--- src/include/fslb_defs.vh ---
// Constants of the fault-status latch bank: address, bit positions, reset value, timing.
// Assumes inclusion by bare name from the design files.
`ifndef FSLB_DEFS_VH
`define FSLB_DEFS_VH

`define FSLB_ADDR 6'h32
`define FSLB_WIDTH 24
`define FSLB_RESET_VALUE 24'h000000

`define FSLB_BIT_BUS_DOM 23
`define FSLB_BIT_TXD_DOM 22
`define FSLB_BIT_BUS_REC 21
`define FSLB_BIT_DS_HI 15
`define FSLB_BIT_DS_LO 12
`define FSLB_BIT_INV_CMD 11
`define FSLB_BIT_SCK_CNT 10
`define FSLB_BIT_PUMP_VOLTAGE_LOW_FLAG 9
`define FSLB_BIT_TW 8
`define FSLB_BIT_V2SHORT 7
`define FSLB_BIT_REGULATOR_TWO_FAIL_FLAG 6
`define FSLB_BIT_REGULATOR_ONE_FAIL_FLAG 5
`define FSLB_BIT_EW 4
`define FSLB_BIT_SUP_HI 3
`define FSLB_BIT_SUP_LO 0

`define FSLB_CLOCK_HZ 50000000
`define FSLB_INT_PULSE_NS 2000
`define FSLB_INT_PULSE_CYCLES ((`FSLB_INT_PULSE_NS * (`FSLB_CLOCK_HZ / 1000000) + 999) / 1000)

`endif

--- src/verilog/fslb_fault_status_latch_bank.v ---
// Latched fault-status register with read-and-clear, LIN transmitter lockout and early warning pulse.
// Assumes a serial frame decoder on CLOCK_I reports each finished frame with its checks;
// fault detector levels come from analog or pin domains and are synchronised here.
// Operation
// - Bit 23 latches bus dominant beyond timeout until read-and-clear.
// - Bit 22 latches transmit input dominant timeout; transmitter disabled while set.
// - Bit 21 latches bus not following transmit input; transmitter disabled while set.
// - Bits 15..12 latch one bridge drain-source fault each until read-and-clear.
// - Bit 11 latches any invalid serial command condition.
// - A frame with an invalid command is discarded; it clears nothing and only latches bit 11 (and bit 10 on a wrong clock count).
// - Bit 10 sets when a frame has the wrong clock count.
// - Bit 10 clears only on the next correctly formed frame.
// - Bit 9 latches charge pump voltage low until read-and-clear.
// - Bit 8 latches the OR of all cluster thermal warnings.
// - Bit 7 latches second regulator short during its turn-on.
// - Bit 6 latches second regulator fail since last readout.
// - Bit 5 latches first regulator fail since last readout.
// - Bit 4 latches early warning; interrupt pulse only in Active mode.
// - Bits 3..0 latch supply over/undervoltage flags until read-and-clear.
`timescale 1ns/100ps
`default_nettype none
`include "fslb_defs.vh"

module fslb_fault_status_latch_bank #(
    parameter CLUSTERS = 4,
    parameter INT_PULSE_CYCLES = `FSLB_INT_PULSE_CYCLES
) (
    input wire CLOCK_I,
    input wire RESET_N_I,
    input wire BUS_DOMINANT_TIMEOUT_I,
    input wire TRANSMIT_INPUT_DOMINANT_TIMEOUT_I,
    input wire BUS_NOT_FOLLOWING_I,
    input wire [3:0] BRIDGE_MONITOR_FAULT_I,
    input wire PUMP_VOLTAGE_LOW_I,
    input wire [CLUSTERS-1:0] CLUSTER_THERMAL_WARNING_I,
    input wire REGULATOR_TWO_SHORT_I,
    input wire REGULATOR_TWO_FAIL_I,
    input wire REGULATOR_ONE_FAIL_I,
    input wire SUPPLY_EARLY_WARNING_I,
    input wire [3:0] SUPPLY_VOLTAGE_FAULT_I,
    input wire ACTIVE_MODE_I,
    input wire FRAME_END_I,
    input wire [5:0] FRAME_ADDR_I,
    input wire FRAME_READ_CLEAR_I,
    input wire FRAME_CLOCK_COUNT_BAD_I,
    input wire FRAME_UNDEFINED_ADDR_I,
    input wire FRAME_STATUS_WRITE_I,
    input wire FRAME_DATA_STUCK_I,
    input wire FRAME_SELECT_TIMEOUT_I,
    input wire FRAME_PARITY_ERROR_I,
    input wire FRAME_UNDEFINED_SETTING_I,
    output wire [23:0] STATUS_O,
    output wire [23:0] READ_DATA_O,
    output wire READ_DATA_VALID_O,
    output wire FRAME_APPLY_O,
    output wire FRAME_DISCARD_O,
    output wire LIN_TRANSMIT_DISABLE_O,
    output wire INTERRUPT_OUTPUT_PIN_N_O
);

    // Counter is 16 bits; longer pulses would need a wider counter
    localparam [31:0] PULSE_LEN_FULL = INT_PULSE_CYCLES;
    localparam [15:0] PULSE_LEN = PULSE_LEN_FULL[15:0];

    // ==========================================================
    // Detector synchronisers
    // ==========================================================
    localparam NSYNC = 16 + CLUSTERS;
    wire [NSYNC-1:0] raw_in;
    reg [NSYNC-1:0] sync1_reg;
    reg [NSYNC-1:0] sync2_reg;

    assign raw_in = {CLUSTER_THERMAL_WARNING_I, SUPPLY_VOLTAGE_FAULT_I, SUPPLY_EARLY_WARNING_I,
                     REGULATOR_ONE_FAIL_I, REGULATOR_TWO_FAIL_I, REGULATOR_TWO_SHORT_I,
                     PUMP_VOLTAGE_LOW_I, BRIDGE_MONITOR_FAULT_I, BUS_NOT_FOLLOWING_I,
                     TRANSMIT_INPUT_DOMINANT_TIMEOUT_I, BUS_DOMINANT_TIMEOUT_I};

    always @(posedge CLOCK_I or negedge RESET_N_I) begin
        if (!RESET_N_I) begin
            sync1_reg <= {NSYNC{1'b0}};
            sync2_reg <= {NSYNC{1'b0}};
        end else begin
            sync1_reg <= raw_in;
            sync2_reg <= sync1_reg;
        end
    end

    wire bus_dom_s = sync2_reg[0];
    wire txd_dom_s = sync2_reg[1];
    wire bus_rec_s = sync2_reg[2];
    wire [3:0] bridge_s = sync2_reg[6:3];
    wire pump_low_s = sync2_reg[7];
    wire v2_short_s = sync2_reg[8];
    wire v2_fail_s = sync2_reg[9];
    wire v1_fail_s = sync2_reg[10];
    wire early_warn_s = sync2_reg[11];
    wire [3:0] supply_s = sync2_reg[15:12];
    wire [CLUSTERS-1:0] cluster_tw_s = sync2_reg[NSYNC-1:16];

    // ==========================================================
    // Frame classification
    // ==========================================================
    // Qualifiers mean nothing outside the FRAME_END_I cycle
    wire invalid_cmd = FRAME_UNDEFINED_ADDR_I | FRAME_STATUS_WRITE_I | FRAME_DATA_STUCK_I |
                       FRAME_SELECT_TIMEOUT_I | FRAME_PARITY_ERROR_I | FRAME_UNDEFINED_SETTING_I;
    wire frame_bad = FRAME_END_I & (invalid_cmd | FRAME_CLOCK_COUNT_BAD_I);
    wire frame_good = FRAME_END_I & ~invalid_cmd & ~FRAME_CLOCK_COUNT_BAD_I;
    // A discarded frame must not clear anything, so read-and-clear needs a good frame
    wire read_clear = frame_good & FRAME_READ_CLEAR_I & (FRAME_ADDR_I == `FSLB_ADDR);

    assign FRAME_APPLY_O = frame_good;
    assign FRAME_DISCARD_O = frame_bad;

    // ==========================================================
    // Status flags
    // ==========================================================
    reg [23:0] status_reg;
    reg [23:0] status_next;
    reg [23:0] set_vec;

    always @* begin
        set_vec = 24'h000000;
        set_vec[`FSLB_BIT_BUS_DOM] = bus_dom_s;
        set_vec[`FSLB_BIT_TXD_DOM] = txd_dom_s;
        set_vec[`FSLB_BIT_BUS_REC] = bus_rec_s;
        set_vec[`FSLB_BIT_DS_HI:`FSLB_BIT_DS_LO] = bridge_s;
        set_vec[`FSLB_BIT_INV_CMD] = FRAME_END_I & invalid_cmd;
        set_vec[`FSLB_BIT_SCK_CNT] = FRAME_END_I & FRAME_CLOCK_COUNT_BAD_I;
        set_vec[`FSLB_BIT_PUMP_VOLTAGE_LOW_FLAG] = pump_low_s;
        set_vec[`FSLB_BIT_TW] = |cluster_tw_s;
        set_vec[`FSLB_BIT_V2SHORT] = v2_short_s;
        set_vec[`FSLB_BIT_REGULATOR_TWO_FAIL_FLAG] = v2_fail_s;
        set_vec[`FSLB_BIT_REGULATOR_ONE_FAIL_FLAG] = v1_fail_s;
        set_vec[`FSLB_BIT_EW] = early_warn_s;
        set_vec[`FSLB_BIT_SUP_HI:`FSLB_BIT_SUP_LO] = supply_s;

        status_next = status_reg;
        if (read_clear) begin
            status_next = 24'h000000;
            // Clock-count flag is kept here; the good-frame clear below still drops it
            status_next[`FSLB_BIT_SCK_CNT] = status_reg[`FSLB_BIT_SCK_CNT];
        end
        if (frame_good) begin
            status_next[`FSLB_BIT_SCK_CNT] = 1'b0;
        end
        // Set wins over clear so an event in the clearing cycle is kept
        status_next = status_next | set_vec;
    end

    // ==========================================================
    // Read capture
    // ==========================================================
    reg [23:0] read_data_reg;
    reg read_valid_reg;

    always @(posedge CLOCK_I or negedge RESET_N_I) begin
        if (!RESET_N_I) begin
            status_reg <= `FSLB_RESET_VALUE;
            read_data_reg <= `FSLB_RESET_VALUE;
            read_valid_reg <= 1'b0;
        end else begin
            status_reg <= status_next;
            read_valid_reg <= read_clear;
            if (read_clear) begin
                read_data_reg <= status_reg;
            end
        end
    end

    assign STATUS_O = status_reg;
    assign READ_DATA_O = read_data_reg;
    assign READ_DATA_VALID_O = read_valid_reg;

    // ==========================================================
    // LIN transmitter lockout
    // ==========================================================
    // Bus dominant flag alone never locks the transmitter out
    // Lockout tracks the flags directly; it lifts the cycle the flag clears
    reg lin_dis_reg;
    always @(posedge CLOCK_I or negedge RESET_N_I) begin
        if (!RESET_N_I) begin
            lin_dis_reg <= 1'b0;
        end else begin
            lin_dis_reg <= status_next[`FSLB_BIT_TXD_DOM] | status_next[`FSLB_BIT_BUS_REC];
        end
    end
    assign LIN_TRANSMIT_DISABLE_O = lin_dis_reg;

    // ==========================================================
    // Early warning interrupt pulse
    // ==========================================================
    // Pulse only on a fresh latch; a flag left set by the host gives no repeats
    wire ew_rise = status_next[`FSLB_BIT_EW] & ~status_reg[`FSLB_BIT_EW];
    reg [15:0] pulse_cnt_reg;
    reg [15:0] pulse_cnt_next;
    reg int_n_reg;

    // Mode is taken with the rise itself; a later switch to Active gives no late pulse
    always @* begin
        pulse_cnt_next = pulse_cnt_reg;
        if (ew_rise && ACTIVE_MODE_I) begin
            pulse_cnt_next = PULSE_LEN;
        end else if (pulse_cnt_reg != 16'h0000) begin
            pulse_cnt_next = pulse_cnt_reg - 16'h0001;
        end
    end

    // Pin comes from a flop so counter decodes cannot glitch onto it
    always @(posedge CLOCK_I or negedge RESET_N_I) begin
        if (!RESET_N_I) begin
            pulse_cnt_reg <= 16'h0000;
            int_n_reg <= 1'b1;
        end else begin
            pulse_cnt_reg <= pulse_cnt_next;
            int_n_reg <= (pulse_cnt_next == 16'h0000);
        end
    end
    assign INTERRUPT_OUTPUT_PIN_N_O = int_n_reg;

endmodule // fslb_fault_status_latch_bank

`default_nettype wire

--- config.mk ---
export PLATFORM = sky130hd
export DESIGN_NAME = fslb_fault_status_latch_bank
export DESIGN_NICKNAME = d
export VERILOG_FILES = /design/src/verilog/fslb_fault_status_latch_bank.v
export VERILOG_INCLUDE_DIRS = /design/src /design/src/include
export SDC_FILE = /design/constraint.sdc
export NUM_CORES = 1
export LEC_CHECK = 0
export ABC_AREA = 1
export BUFFER_PORTS_ARGS = -buffer_cell sky130_fd_sc_hd__buf_2
export CAP_MARGIN = 0
export CORE_AREA = 4 4 86 88
export DETAILED_ROUTE_END_ITERATION = 10
export DIE_AREA = 0 0 90 92
export GPL_ROUTABILITY_DRIVEN = 0
export PLACE_DENSITY_LB_ADDON = 0.08
export SLEW_MARGIN = 30
export SYNTH_ARGS = -nofsm -noshare
export SYNTH_HDL_FRONTEND = slang
export SYNTH_SLANG_ARGS = --single-unit
--- constraint.sdc ---
create_clock -name CLOCK_I -period 3.9 [get_ports CLOCK_I]
set_input_delay 0 -clock CLOCK_I [delete_from_list [all_inputs] [get_ports CLOCK_I]]
set_output_delay 0 -clock CLOCK_I [all_outputs]
set_load 0.01 [all_outputs]
**Word-level counts from Yosys, hierarchy flattened**

Index checks and enable logic that the tools add are counted.

- Output and inout bits: 53
- Input port bits: 38
- Register bits after elaboration: 107
- Word-level logic and storage cells: 37

- Add/subtract/negate cells: 1
- Reduce and logical (&&, ||, !) cells: 4
- Bitwise operators: 19
- Muxes and demuxes: 4
- Eq/ne operators: 1

Operators by type and width:

| kind | count |
|---|---|
| 2-to-1 mux 16 bit | 2 |
| 2-to-1 mux 24 bit | 1 |
| bitwise OR 24 bit | 1 |
| zero test 16 bit | 1 |
| nonzero test 16 bit | 1 |
| subtractor 16 x 1 -> 16 bit, second input constant | 1 |
| AND 1 bit | 8 |
| bitwise OR 1 bit | 7 |
| equality test 6 bit, second input constant | 1 |
| OR reduction 4 bit | 1 |
| inverter 1 bit | 3 |
| logical AND 1 bit | 1 |
| 2-to-1 mux 1 bit | 1 |

**Logic depth before layout (Yosys ltp)**

Gate-level depths: netlist of the first run.

- Depth in word-level cells: 17
- Mapped depth: 12
- Depth with buffers taken out: 12

**Least setup slack after synthesis of the first run**

OpenSTA, ideal clock, no wires.

- Kind: register to register
- Start point: register pulse_cnt_reg[0]
- End point: register int_n_reg, in the netlist INTERRUPT_OUTPUT_PIN_N_O
- Arrival time: 1487 ps
- Data required time: 3833 ps
- Buffers on the path: 0
- Period minus slack after synthesis: 1555 ps
- Library setup time: 67 ps
- Cell stages (with the launch flop): 13
- Path slack: 2345 ps
- Path through: dfrtp_1 inv_1 ha_1 nand2_1 nor2_1 nand2_1 nand2_1 nand2_1 nand3_1 nand3_1 nor2_1 nand2_1 nor2_1

- Word-level cells in the longest chain between the ends: 4
- Elaborated cells on any way between the ends: 5
- Classes of those cells: 1 x add/sub; 2 x mux; 2 x reduce/logical

RTL lines:

| element | line | text |
|---|---|---|
| start, declared | fslb_fault_status_latch_bank.v:194 | `reg [15:0] pulse_cnt_reg;` |
| start signal, assigned | fslb_fault_status_latch_bank.v:214 | `pulse_cnt_reg <= pulse_cnt_next;` |
| subtractor 16 x 1 -> 16 bit / nonzero test 16 bit (equally long branches) | fslb_fault_status_latch_bank.v:204, fslb_fault_status_latch_bank.v:203 |  |
| 2-to-1 mux 16 bit * | fslb_fault_status_latch_bank.v:203 | `end else if (pulse_cnt_reg != 16'h0000) begin` |
| 2-to-1 mux 16 bit * | fslb_fault_status_latch_bank.v:201 | `if (ew_rise && ACTIVE_MODE_I) begin` |
| zero test 16 bit * | fslb_fault_status_latch_bank.v:215 | `int_n_reg <= (pulse_cnt_next == 16'h0000);` |
| end signal, assigned | fslb_fault_status_latch_bank.v:215 |  |
| end, declared | fslb_fault_status_latch_bank.v:196 | `reg int_n_reg;` |

Mark *: on every way between the ends. The rest lies on a longest branch, timed or not.
A chain may end at the register's enable or synchronous reset.

**Final worst setup path of the first run**

- Start point: input port FRAME_END_I
- End point: register status_reg[8], in the netlist STATUS_O[8]

- Word-level cells in the longest chain between the ends: 6

RTL lines:

| element | line | text |
|---|---|---|
| start, declared | fslb_fault_status_latch_bank.v:42 | `input wire FRAME_END_I,` |
| AND 1 bit (2 in a row) | fslb_fault_status_latch_bank.v:107 | `wire frame_good = FRAME_END_I & ~invalid_cmd & ~FRAME_CLOCK_COUNT_BAD_I;` |
| AND 1 bit (2 in a row) | fslb_fault_status_latch_bank.v:109 | `` wire read_clear = frame_good & FRAME_READ_CLEAR_I & (FRAME_ADDR_I == `FSLB_ADDR); `` |
| 2-to-1 mux 24 bit | fslb_fault_status_latch_bank.v:138 | `if (read_clear) begin` |
| bitwise OR 24 bit | fslb_fault_status_latch_bank.v:147 | `status_next = status_next \| set_vec;` |
| via status_next[8] | fslb_fault_status_latch_bank.v:118 | `reg [23:0] status_next;` |
| end signal, assigned | fslb_fault_status_latch_bank.v:158 | `` status_reg <= `FSLB_RESET_VALUE; `` |
| end signal, assigned | fslb_fault_status_latch_bank.v:162 | `status_reg <= status_next;` |
| end, declared | fslb_fault_status_latch_bank.v:117 | `reg [23:0] status_reg;` |

The timed path passes the listed nets, and every way through them passes these cells.

==> Implementation_results.wiki, run 1 <==
{| class="wikitable"
! Metric !! Value
|-
| Pin count of the biggest net entering global routing || 62
|-
| Chip height || 92 microns
|-
| Crit path capture type || flop
|-
| Maximum fanout along the worst path || 39
|-
| H-tree levels || 3
|-
| Net total in the final layout || 514
|-
| Resized Gates After CTS || 0
|-
| Total clock buffers created by CTS || 9
|-
| Count of final max-slew check failures || 0
|-
| Fraction of layout cells with a size suffix above 1 || 24.8%
|-
| Max-cap viol count || 0
|-
| Leakage power || 2.54 nW
|-
| Ant diodes || 0
|-
| Number of core rows || 30
|-
| RSZ-0062 raised after global routing || false
|-
| Pwr Total || 1.90 mW
|-
| Fraction of post-synthesis cell area in the top cell type by area || 64.4%
|-
| Die area || 8280 sq um
|-
| Iteration count of the initial detailed-routing pass || 4
|-
| CTS tree || done
|-
| Total routed wirelength || 7020 microns
|-
| Dominant register cell in the synthesized netlist || sky130_fd_sc_hd__dfrtp_1
|-
| Synth area leaders || sky130_fd_sc_hd__dfrtp_1 (64%), sky130_fd_sc_hd__nand2_1 (8.1%), sky130_fd_sc_hd__inv_1 (4.6%), sky130_fd_sc_hd__nand3_1 (3.6%), sky130_fd_sc_hd__nor2_1 (3.5%)
|-
| Filler cells || 534
|-
| Post-DR vias/cell || 4.70
|-
| Via count || 2,627
|-
| Proportion of synthesized flip-flops having asynchronous set or reset || 100%
|-
| Ranking of synthesized cells by instance count || sky130_fd_sc_hd__dfrtp_1 (96), sky130_fd_sc_hd__nand2_1 (81), sky130_fd_sc_hd__inv_1 (46), sky130_fd_sc_hd__nor2_1 (35), sky130_fd_sc_hd__nand3_1 (27)
|-
| Cell area after layout || 4610 sq um
|-
| I/O pin cnt || 91
|-
| Setup skew after layout || 0.00885 ns
|-
| Worst hold slack || 0.102 ns
|-
| Initial antenna violation count || 0
|-
| Count of warnings emitted by yosys || 0
|-
| Worst max-slew margin expressed relative to the limit || 50.9%
|-
| Top achievable clock speed || 470 MHz
|-
| Residual DRC || 0
|-
| Classification of the worst-slack hold path || in -> reg
|-
| Run status || finished clean
|-
| HPWL Detailed || 4870 microns
|-
| Clock transition at path regs || 0.09 ns
|-
| Final Hold Viols || 0
|-
| Iteration-0 DRC Markers || 150
|-
| Number of nets with antenna violations after routing || 0
|-
| Starting utilization of the core area || 56.2%
|-
| Hold_buf cts || 24
|-
| Synthesized area per cell || 10.2 sq um
|-
| Post-synth EDFFs || 0
|-
| Startpoint-to-endpoint class of the critical path || in -> reg
|-
| Unique cell type count in the Yosys netlist || 30
|-
| Buffer levels on the longest clock path || 2
|-
| WP data arrival || 2.38 ns
|-
| Dominant cell by count in the synthesized netlist || sky130_fd_sc_hd__dfrtp_1
|-
| Cell taking the most area after synthesis || sky130_fd_sc_hd__dfrtp_1
|-
| Final period utilization || 54.5%
|-
| Wire per inst || 12.6 microns
|-
| Final period demand of the worst path || 2.13 ns
|-
| Clk_lat worst skew || 0.36 ns
|-
| Data required time at the worst endpoint || 4.16 ns
|-
| Remaining global-route overflow || 0
|-
| Synthesized flop and latch total || 97
|-
| Post-Synthesis Cell Area || 3730 sq um
|-
| Slew @ Worst Pin || 0.734 ns
|-
| Post-Syn Instances || 365
|-
| Count of buffers inserted at the top-level ports || 80
|-
| Area Growth Syn to Fin || 23.6%
|-
| Launching element type of the critical path || input port
|-
| Instance area after placement || 4150 sq um
|-
| Register area share after synthesis || 65.1%
|-
| Area taken by flip-flops and latches || 2430 sq um
|-
| First-pass GRT wire length || 12,300 microns
|-
| Final count of negative-setup-slack endpoints || 0
|-
| Core region area || 6640 sq um
|-
| Number of global-route vias before repair || 2,675
|-
| Clock root buffer || sky130_fd_sc_hd__clkbuf_8
|-
| Overall global routing resource usage || 18.8%
|-
| Worst IR drop on VDD || 315 uV
|-
| Post-CTS setup buffer count || 0
|-
| Power per cell area || 411 nW/um^2
|-
| DIE WIDTH || 90 microns
|-
| Area used by multi-input combinational logic || 1030 sq um
|-
| Summed negative setup slack over all endpoints || 0 ns
|-
| TritonCTS Sinks || 97
|}
==> power breakdown <==
group / switching [mW] / internal, mW / leakage (nW)
Sequential: 0.0207 / 1.04 / 1.12
Clock: 0.353 / 0.369 / 0.112
Combinational: 0.0618 / 0.0535 / 1.30
==> final cells by class <==
class,instances,area share (%)
Clock inverter,7,2.20
Multi-Input combinational cell,213,22.3
Inverter,48,3.91
Sequential cell,97,52.7
Tap cell,80,2.17
Clock buffer,9,2.69
Timing Repair Buffer,105,14.1
==> layer usage <==
metal	track usage [%]	share of wire [%]	wire, microns
met5	0	0	0
met2	32.1	51	3570
met3	6.89	6.4	452
met1	21.6	41	2850
met4	7.02	2.0	142
==> path summary, 6_finish.rpt <==
| path | startpoint | endpoint | cells after the start | slack [ns] |
|---|---|---|---|---|
| setup reg to reg | pulse_cnt_reg[0] | INTERRUPT_OUTPUT_PIN_N_O | 12 | 2.01 |
| hold / removal | FRAME_PARITY_ERROR_I | STATUS_O[10] | 5 | 0.10 |
| max in group asynchronous | RESET_N_I | READ_DATA_O[21] | 3 | 2.75 |
| min in group asynchronous | RESET_N_I | READ_DATA_O[10] | 2 | 0.23 |
| hold reg to reg | sync1_reg[18] | sync2_reg[18] | 0 | 0.35 |
| setup / recovery | FRAME_END_I | STATUS_O[8] | 7 | 1.77 |
==> per-stage QoR <==
| step | util (%) | instances | worst slack, ns |
|---|---|---|---|
| final | 69.4 | 559 | 1.77 |
| after global placement | 62.4 | 519 | 1.98 |
| after CTS | 69.4 | 559 | 1.73 |
| after detailed placement | 62.4 | 519 | 1.88 |
| after floorplan | - | 374 | 2.35 |
| after global routing | 69.4 | 559 | 1.57 |
==> cells in the final DEF, fill, tap and decap left out, types with 8 or more instances in the layout <==
master and count:
sky130_fd_sc_hd__o21ai_0 11, sky130_fd_sc_hd__o21ai_2 8, sky130_fd_sc_hd__buf_2 79, sky130_fd_sc_hd__conb_1 10
sky130_fd_sc_hd__dlygate4sd3_1 24, sky130_fd_sc_hd__clkbuf_8 9, sky130_fd_sc_hd__nand3_1 27, sky130_fd_sc_hd__inv_1 46
sky130_fd_sc_hd__dfrtp_1 96, sky130_fd_sc_hd__nor2_1 35, sky130_fd_sc_hd__o21bai_1 14, sky130_fd_sc_hd__nand2_1 81
==> logic make-up (layout without fill, tap and decap cells) <==
kind of cell | Yosys count | count (layout) | synth area share (%)
flip-flops | 97 | 97 | 65.1
adder cells (fa/ha/maj) | 2 | 2 | 0.671
AND/OR/NAND/NOR | 160 | 160 | 18.4
buffers and inverters | 64 | 169 | 8.28
AO/OA/AOI/OAI | 39 | 39 | 6.98
XOR/XNOR | 2 | 2 | 0.470
other | 1 | 10 | 0.101
==> critical path, cell delays in order <==
cell and delay (ns):
sky130_fd_sc_hd__dlygate4sd3_1 0.53, sky130_fd_sc_hd__buf_2 0.13, sky130_fd_sc_hd__inv_1 0.06, sky130_fd_sc_hd__nor3_2 0.05, sky130_fd_sc_hd__nand2_2 0.54, sky130_fd_sc_hd__clkinv_1 0.70, sky130_fd_sc_hd__o21ai_0 0.36
Power figures use the tool's default switching activity.
==> inputs of run 2 (changes only) <==
--- a/config.mk
+++ b/config.mk
@@ -6,12 +6,12 @@
 export SDC_FILE = /design/constraint.sdc
 export NUM_CORES = 1
 export LEC_CHECK = 0
-export ABC_AREA = 1
+export ABC_AREA = 0
 export BUFFER_PORTS_ARGS = -buffer_cell sky130_fd_sc_hd__buf_2
 export CAP_MARGIN = 0
-export CORE_AREA = 4 4 86 88
+export CORE_AREA = 4 4 93 95
 export DETAILED_ROUTE_END_ITERATION = 10
-export DIE_AREA = 0 0 90 92
+export DIE_AREA = 0 0 97 99
 export GPL_ROUTABILITY_DRIVEN = 0
 export PLACE_DENSITY_LB_ADDON = 0.08
 export SLEW_MARGIN = 30
==> constraint.sdc (replaced) <==
create_clock -name CLOCK_I -period 1.7 [get_ports CLOCK_I]
set_input_delay 0 -clock CLOCK_I [delete_from_list [all_inputs] [get_ports CLOCK_I]]
set_output_delay 0 -clock CLOCK_I [all_outputs]
set_load 0.01 [all_outputs]
==> run 2 against run 1 <==
  * First-iteration DRC count fell by 33%
  * Critical endpoint is now INTERRUPT_OUTPUT_PIN_N_O
  * Cell area rose by 13%
  * Final cell count rose by 2.3%
  * The flow now finishes with violations (setup timing)
==> Implementation_results.wiki, run 2 <==
{| class="wikitable"
! Metric !! Value
|-
| Util after Layout || 67.3%
|-
| Die area || 9600 sq um
|-
| Hold path startpoint || FRAME_UNDEFINED_ADDR_I
|-
| Most frequent standard cell in the layout excluding fill and tap cells || sky130_fd_sc_hd__dfrtp_1
|-
| Count of buffers inserted at the top-level ports || 80
|-
| RSZ-0062 raised after global routing || true
|-
| Overall global routing resource usage || 16.8%
|-
| Total clock buffers created by CTS || 9
|-
| Number of instances on the worst hold path || 4
|-
| Iteration count of the initial detailed-routing pass || 4
|-
| Number of global-route vias before repair || 2,714
|-
| Power per cell area || 1100 nW/um^2
|-
| Number of core rows || 32
|-
| Cell taking the most area after synthesis || sky130_fd_sc_hd__dfrtp_1
|-
| Reg-to-reg slack, setup || -0.41 ns
|-
| Worst R2R End || INTERRUPT_OUTPUT_PIN_N_O
|-
| Ranking of synthesized cells by instance count || sky130_fd_sc_hd__dfrtp_1 (96), sky130_fd_sc_hd__nand2_1 (65), sky130_fd_sc_hd__nor2_1 (21), sky130_fd_sc_hd__a21o_1 (17), sky130_fd_sc_hd__buf_4 (12)
|-
| CTS tree || done
|-
| Dominant register cell in the synthesized netlist || sky130_fd_sc_hd__dfrtp_1
|-
| I/O pin cnt || 91
|-
| Final Hold Viols || 0
|-
| Initial antenna violation count || 0
|-
| Cell class contributing the biggest share of worst-path delay || simple AND/OR/NAND/NOR gates
|-
| Register area share after synthesis || 67.1%
|-
| Cell-by-cell listing of the critical path || inv_2 -> buf_6 -> ha_4 -> nor4b_4 -> and4b_2 -> o31ai_1 -> nand4_1 -> nor4b_2
|-
| Cell area after layout || 5200 sq um
|-
| Count of final max-slew check failures || 0
|-
| Cells on worst reg2reg path || 8
|-
| Worst IR drop on VDD || 766 uV
|-
| Clock root buffer || sky130_fd_sc_hd__clkbuf_8
|-
| Net total in the final layout || 505
|-
| Max-cap viol count || 0
|-
| Instance area after placement || 4450 sq um
|-
| Worst path slowest cell || sky130_fd_sc_hd__o31ai_1
|-
| Unique cell type count in the Yosys netlist || 45
|-
| Most frequent cells in the layout || sky130_fd_sc_hd__dfrtp_1 (96), sky130_fd_sc_hd__buf_2 (79), sky130_fd_sc_hd__nand2_1 (63)
|-
| Clock transition at path regs || 0.09 ns
|-
| Synth area leaders || sky130_fd_sc_hd__dfrtp_1 (66%), sky130_fd_sc_hd__nand2_1 (6.7%), sky130_fd_sc_hd__a21o_1 (3.5%), sky130_fd_sc_hd__buf_4 (2.5%), sky130_fd_sc_hd__nor2_1 (2.2%)
|-
| Area Growth Syn to Fin || 43.7%
|-
| Fraction of post-synthesis cell area in the top cell type by area || 66.4%
|-
| Synthesized area per cell || 12.1 sq um
|-
| Startpoint-to-endpoint class of the critical path || reg -> reg
|-
| Ant diodes || 0
|-
| Residual DRC || 0
|-
| Post-Synthesis Cell Area || 3620 sq um
|-
| DIE WIDTH || 97 microns
|-
| Min-Delay Endpoint || STATUS_O[11]
|-
| Worst path bufs/invs || 2
|-
| Wire per inst || 13.9 microns
|-
| Post-synth EDFFs || 0
|-
| Count of warnings emitted by yosys || 0
|-
| Post-route insts no fill || 572
|-
| Fraction of layout cells with a size suffix above 1 || 41.7%
|-
| Dominant cell by count in the synthesized netlist || sky130_fd_sc_hd__dfrtp_1
|-
| Core region area || 7730 sq um
|-
| Post-Syn Instances || 299
|-
| Startpoint of the worst-slack reg-to-reg timing path || pulse_cnt_reg[1]
|-
| WP data arrival || 2.37 ns
|-
| Final period demand of the worst path || 2.11 ns
|-
| Synthesized flop and latch total || 97
|-
| Iteration-0 DRC Markers || 101
|-
| Remaining global-route overflow || 0
|-
| Data required time at the worst endpoint || 1.96 ns
|-
| Starting utilization of the core area || 46.8%
|-
| Total routed wirelength || 7940 microns
|-
| Maximum fanout along the worst path || 6
|-
| Violations in the final reports || setup timing
|-
| Crit path capture type || flop
|-
| Count of placed standard cells including taps || 518
|-
| Worst setup margin || -0.411 ns
|-
| Pin count of the biggest net entering global routing || 43
|-
| Final period utilization || 124%
|-
| Post-DR vias/cell || 4.77
|-
| Chip height || 99 microns
|-
| Launching element type of the critical path || flop
|-
| Proportion of synthesized flip-flops having asynchronous set or reset || 100%
|-
| Slowest cell delay on critical path || 0.42 ns
|-
| TritonCTS Sinks || 97
|-
| Run status || finished with violations
|-
| HPWL Detailed || 5190 microns
|-
| First-pass GRT wire length || 13,000 microns
|-
| Number of nets with antenna violations after routing || 0
|-
| Final count of negative-setup-slack endpoints || 14
|-
| Top achievable clock speed || 474 MHz
|-
| H-tree levels || 3
|-
| Via count || 2,731
|-
| Clk_lat worst skew || 0.36 ns
|-
| Leakage power || 2.49 nW
|-
| Setup skew after layout || 0.00862 ns
|-
| Classification of the worst-slack hold path || in -> reg
|-
| Worst hold slack || 0.0254 ns
|-
| Buffer levels on the longest clock path || 2
|}
==> run 2: cell count changes after synthesis, sizes merged, moves of 5 or more <==
cell    delta
nand3     -25
inv       -42
nand2     -18
a21o      +17
o21ai     -18
nor2      -21
a21oi      +7
o21bai    -14
nand4      +6
clkbuf     +5
==> run 2: layout make-up <==
cell class	instances	area (sq um)
Timing Repair Buffer	167	1170
Inverter	5	18.8
Clock inverter	6	83.8
Sequential cell	97	2430
Fill cell	596	2530
Tap cell	102	128
Clock buffer	10	128
Multi-Input combinational cell	185	1240
==> run 2: through the flow <==
stage                     setup WS [ns]  power, mW  setup TNS, ns
after global placement           -0.299       3.85          -1.20
after CTS                        -0.299       5.57          -1.47
after detailed placement         -0.371       3.86          -1.39
after global routing             -0.508       6.00          -3.43
after floorplan                  -0.326       3.28         -0.812
final                            -0.411       5.70          -2.24
==> run 2: how the worst max path moves through the flow <==
stage | startpoint | to | slack, ns | cells past startpoint
finish | pulse_cnt_reg[1] | INTERRUPT_OUTPUT_PIN_N_O | -0.41 | 8
global route | pulse_cnt_reg[0] | INTERRUPT_OUTPUT_PIN_N_O | -0.51 | 8
CTS | pulse_cnt_reg[0] | INTERRUPT_OUTPUT_PIN_N_O | -0.30 | 7
detailed placement | pulse_cnt_reg[0] | INTERRUPT_OUTPUT_PIN_N_O | -0.37 | 7
global placement | pulse_cnt_reg[1] | INTERRUPT_OUTPUT_PIN_N_O | -0.30 | 7
floorplan | pulse_cnt_reg[0] | INTERRUPT_OUTPUT_PIN_N_O | -0.33 | 7
==> run 2: timing repair <==
item,in CTS,in global routing
endpoints found under the setup margin,11,17
endpoints found under the hold margin,62,0
setup buffers,7,12
gates resized for setup,20,25
hold buffers,24,0
pin swaps,10,17
==> run 2: logic make-up after synthesis <==
family	count (synthesis)	synth area share, %
flops	97	67.1
xor+xnor	3	0.726
fa+ha+maj	2	0.691
other cells	1	0.104
compound gates	41	8.33
simple gates	125	17.8
buf+inv	26	4.18
mux	4	1.11
==> run 2: where the power goes <==
| group | switching, mW | total, mW | leakage [nW] | internal, mW |
|---|---|---|---|---|
| registers | 0.159 | 2.65 | 1.12 | 2.49 |
| logic | 0.731 | 1.51 | 1.27 | 0.779 |
| clock network | 0.829 | 1.55 | 0.106 | 0.717 |
| total | 1.72 | 5.70 | 2.49 | 3.98 |
==> run 2: worst reg2reg max path, delay by kind of cell (launching register included) <==
family	cells	cell delay [ns]
DFF	1	0.37
buffers and inverters	2	0.18
adders and majority gates	1	0.14
AOI/OAI and AO/OA	1	0.42
and+or+nand+nor	4	0.90
==> run 2: routing by layer <==
metal | share of wire (%) | up-vias | GRT usage (%) | wire length [microns]
li1 | - | 1327 | - | -
met1 | 43 | 1320 | 22.1 | 3400
met2 | 49 | 75 | 27.0 | 3920
met3 | 6.4 | 9 | 5.02 | 510
met4 | 1.3 | 0 | 5.18 | 103
met5 | 0 | - | 0 | 0
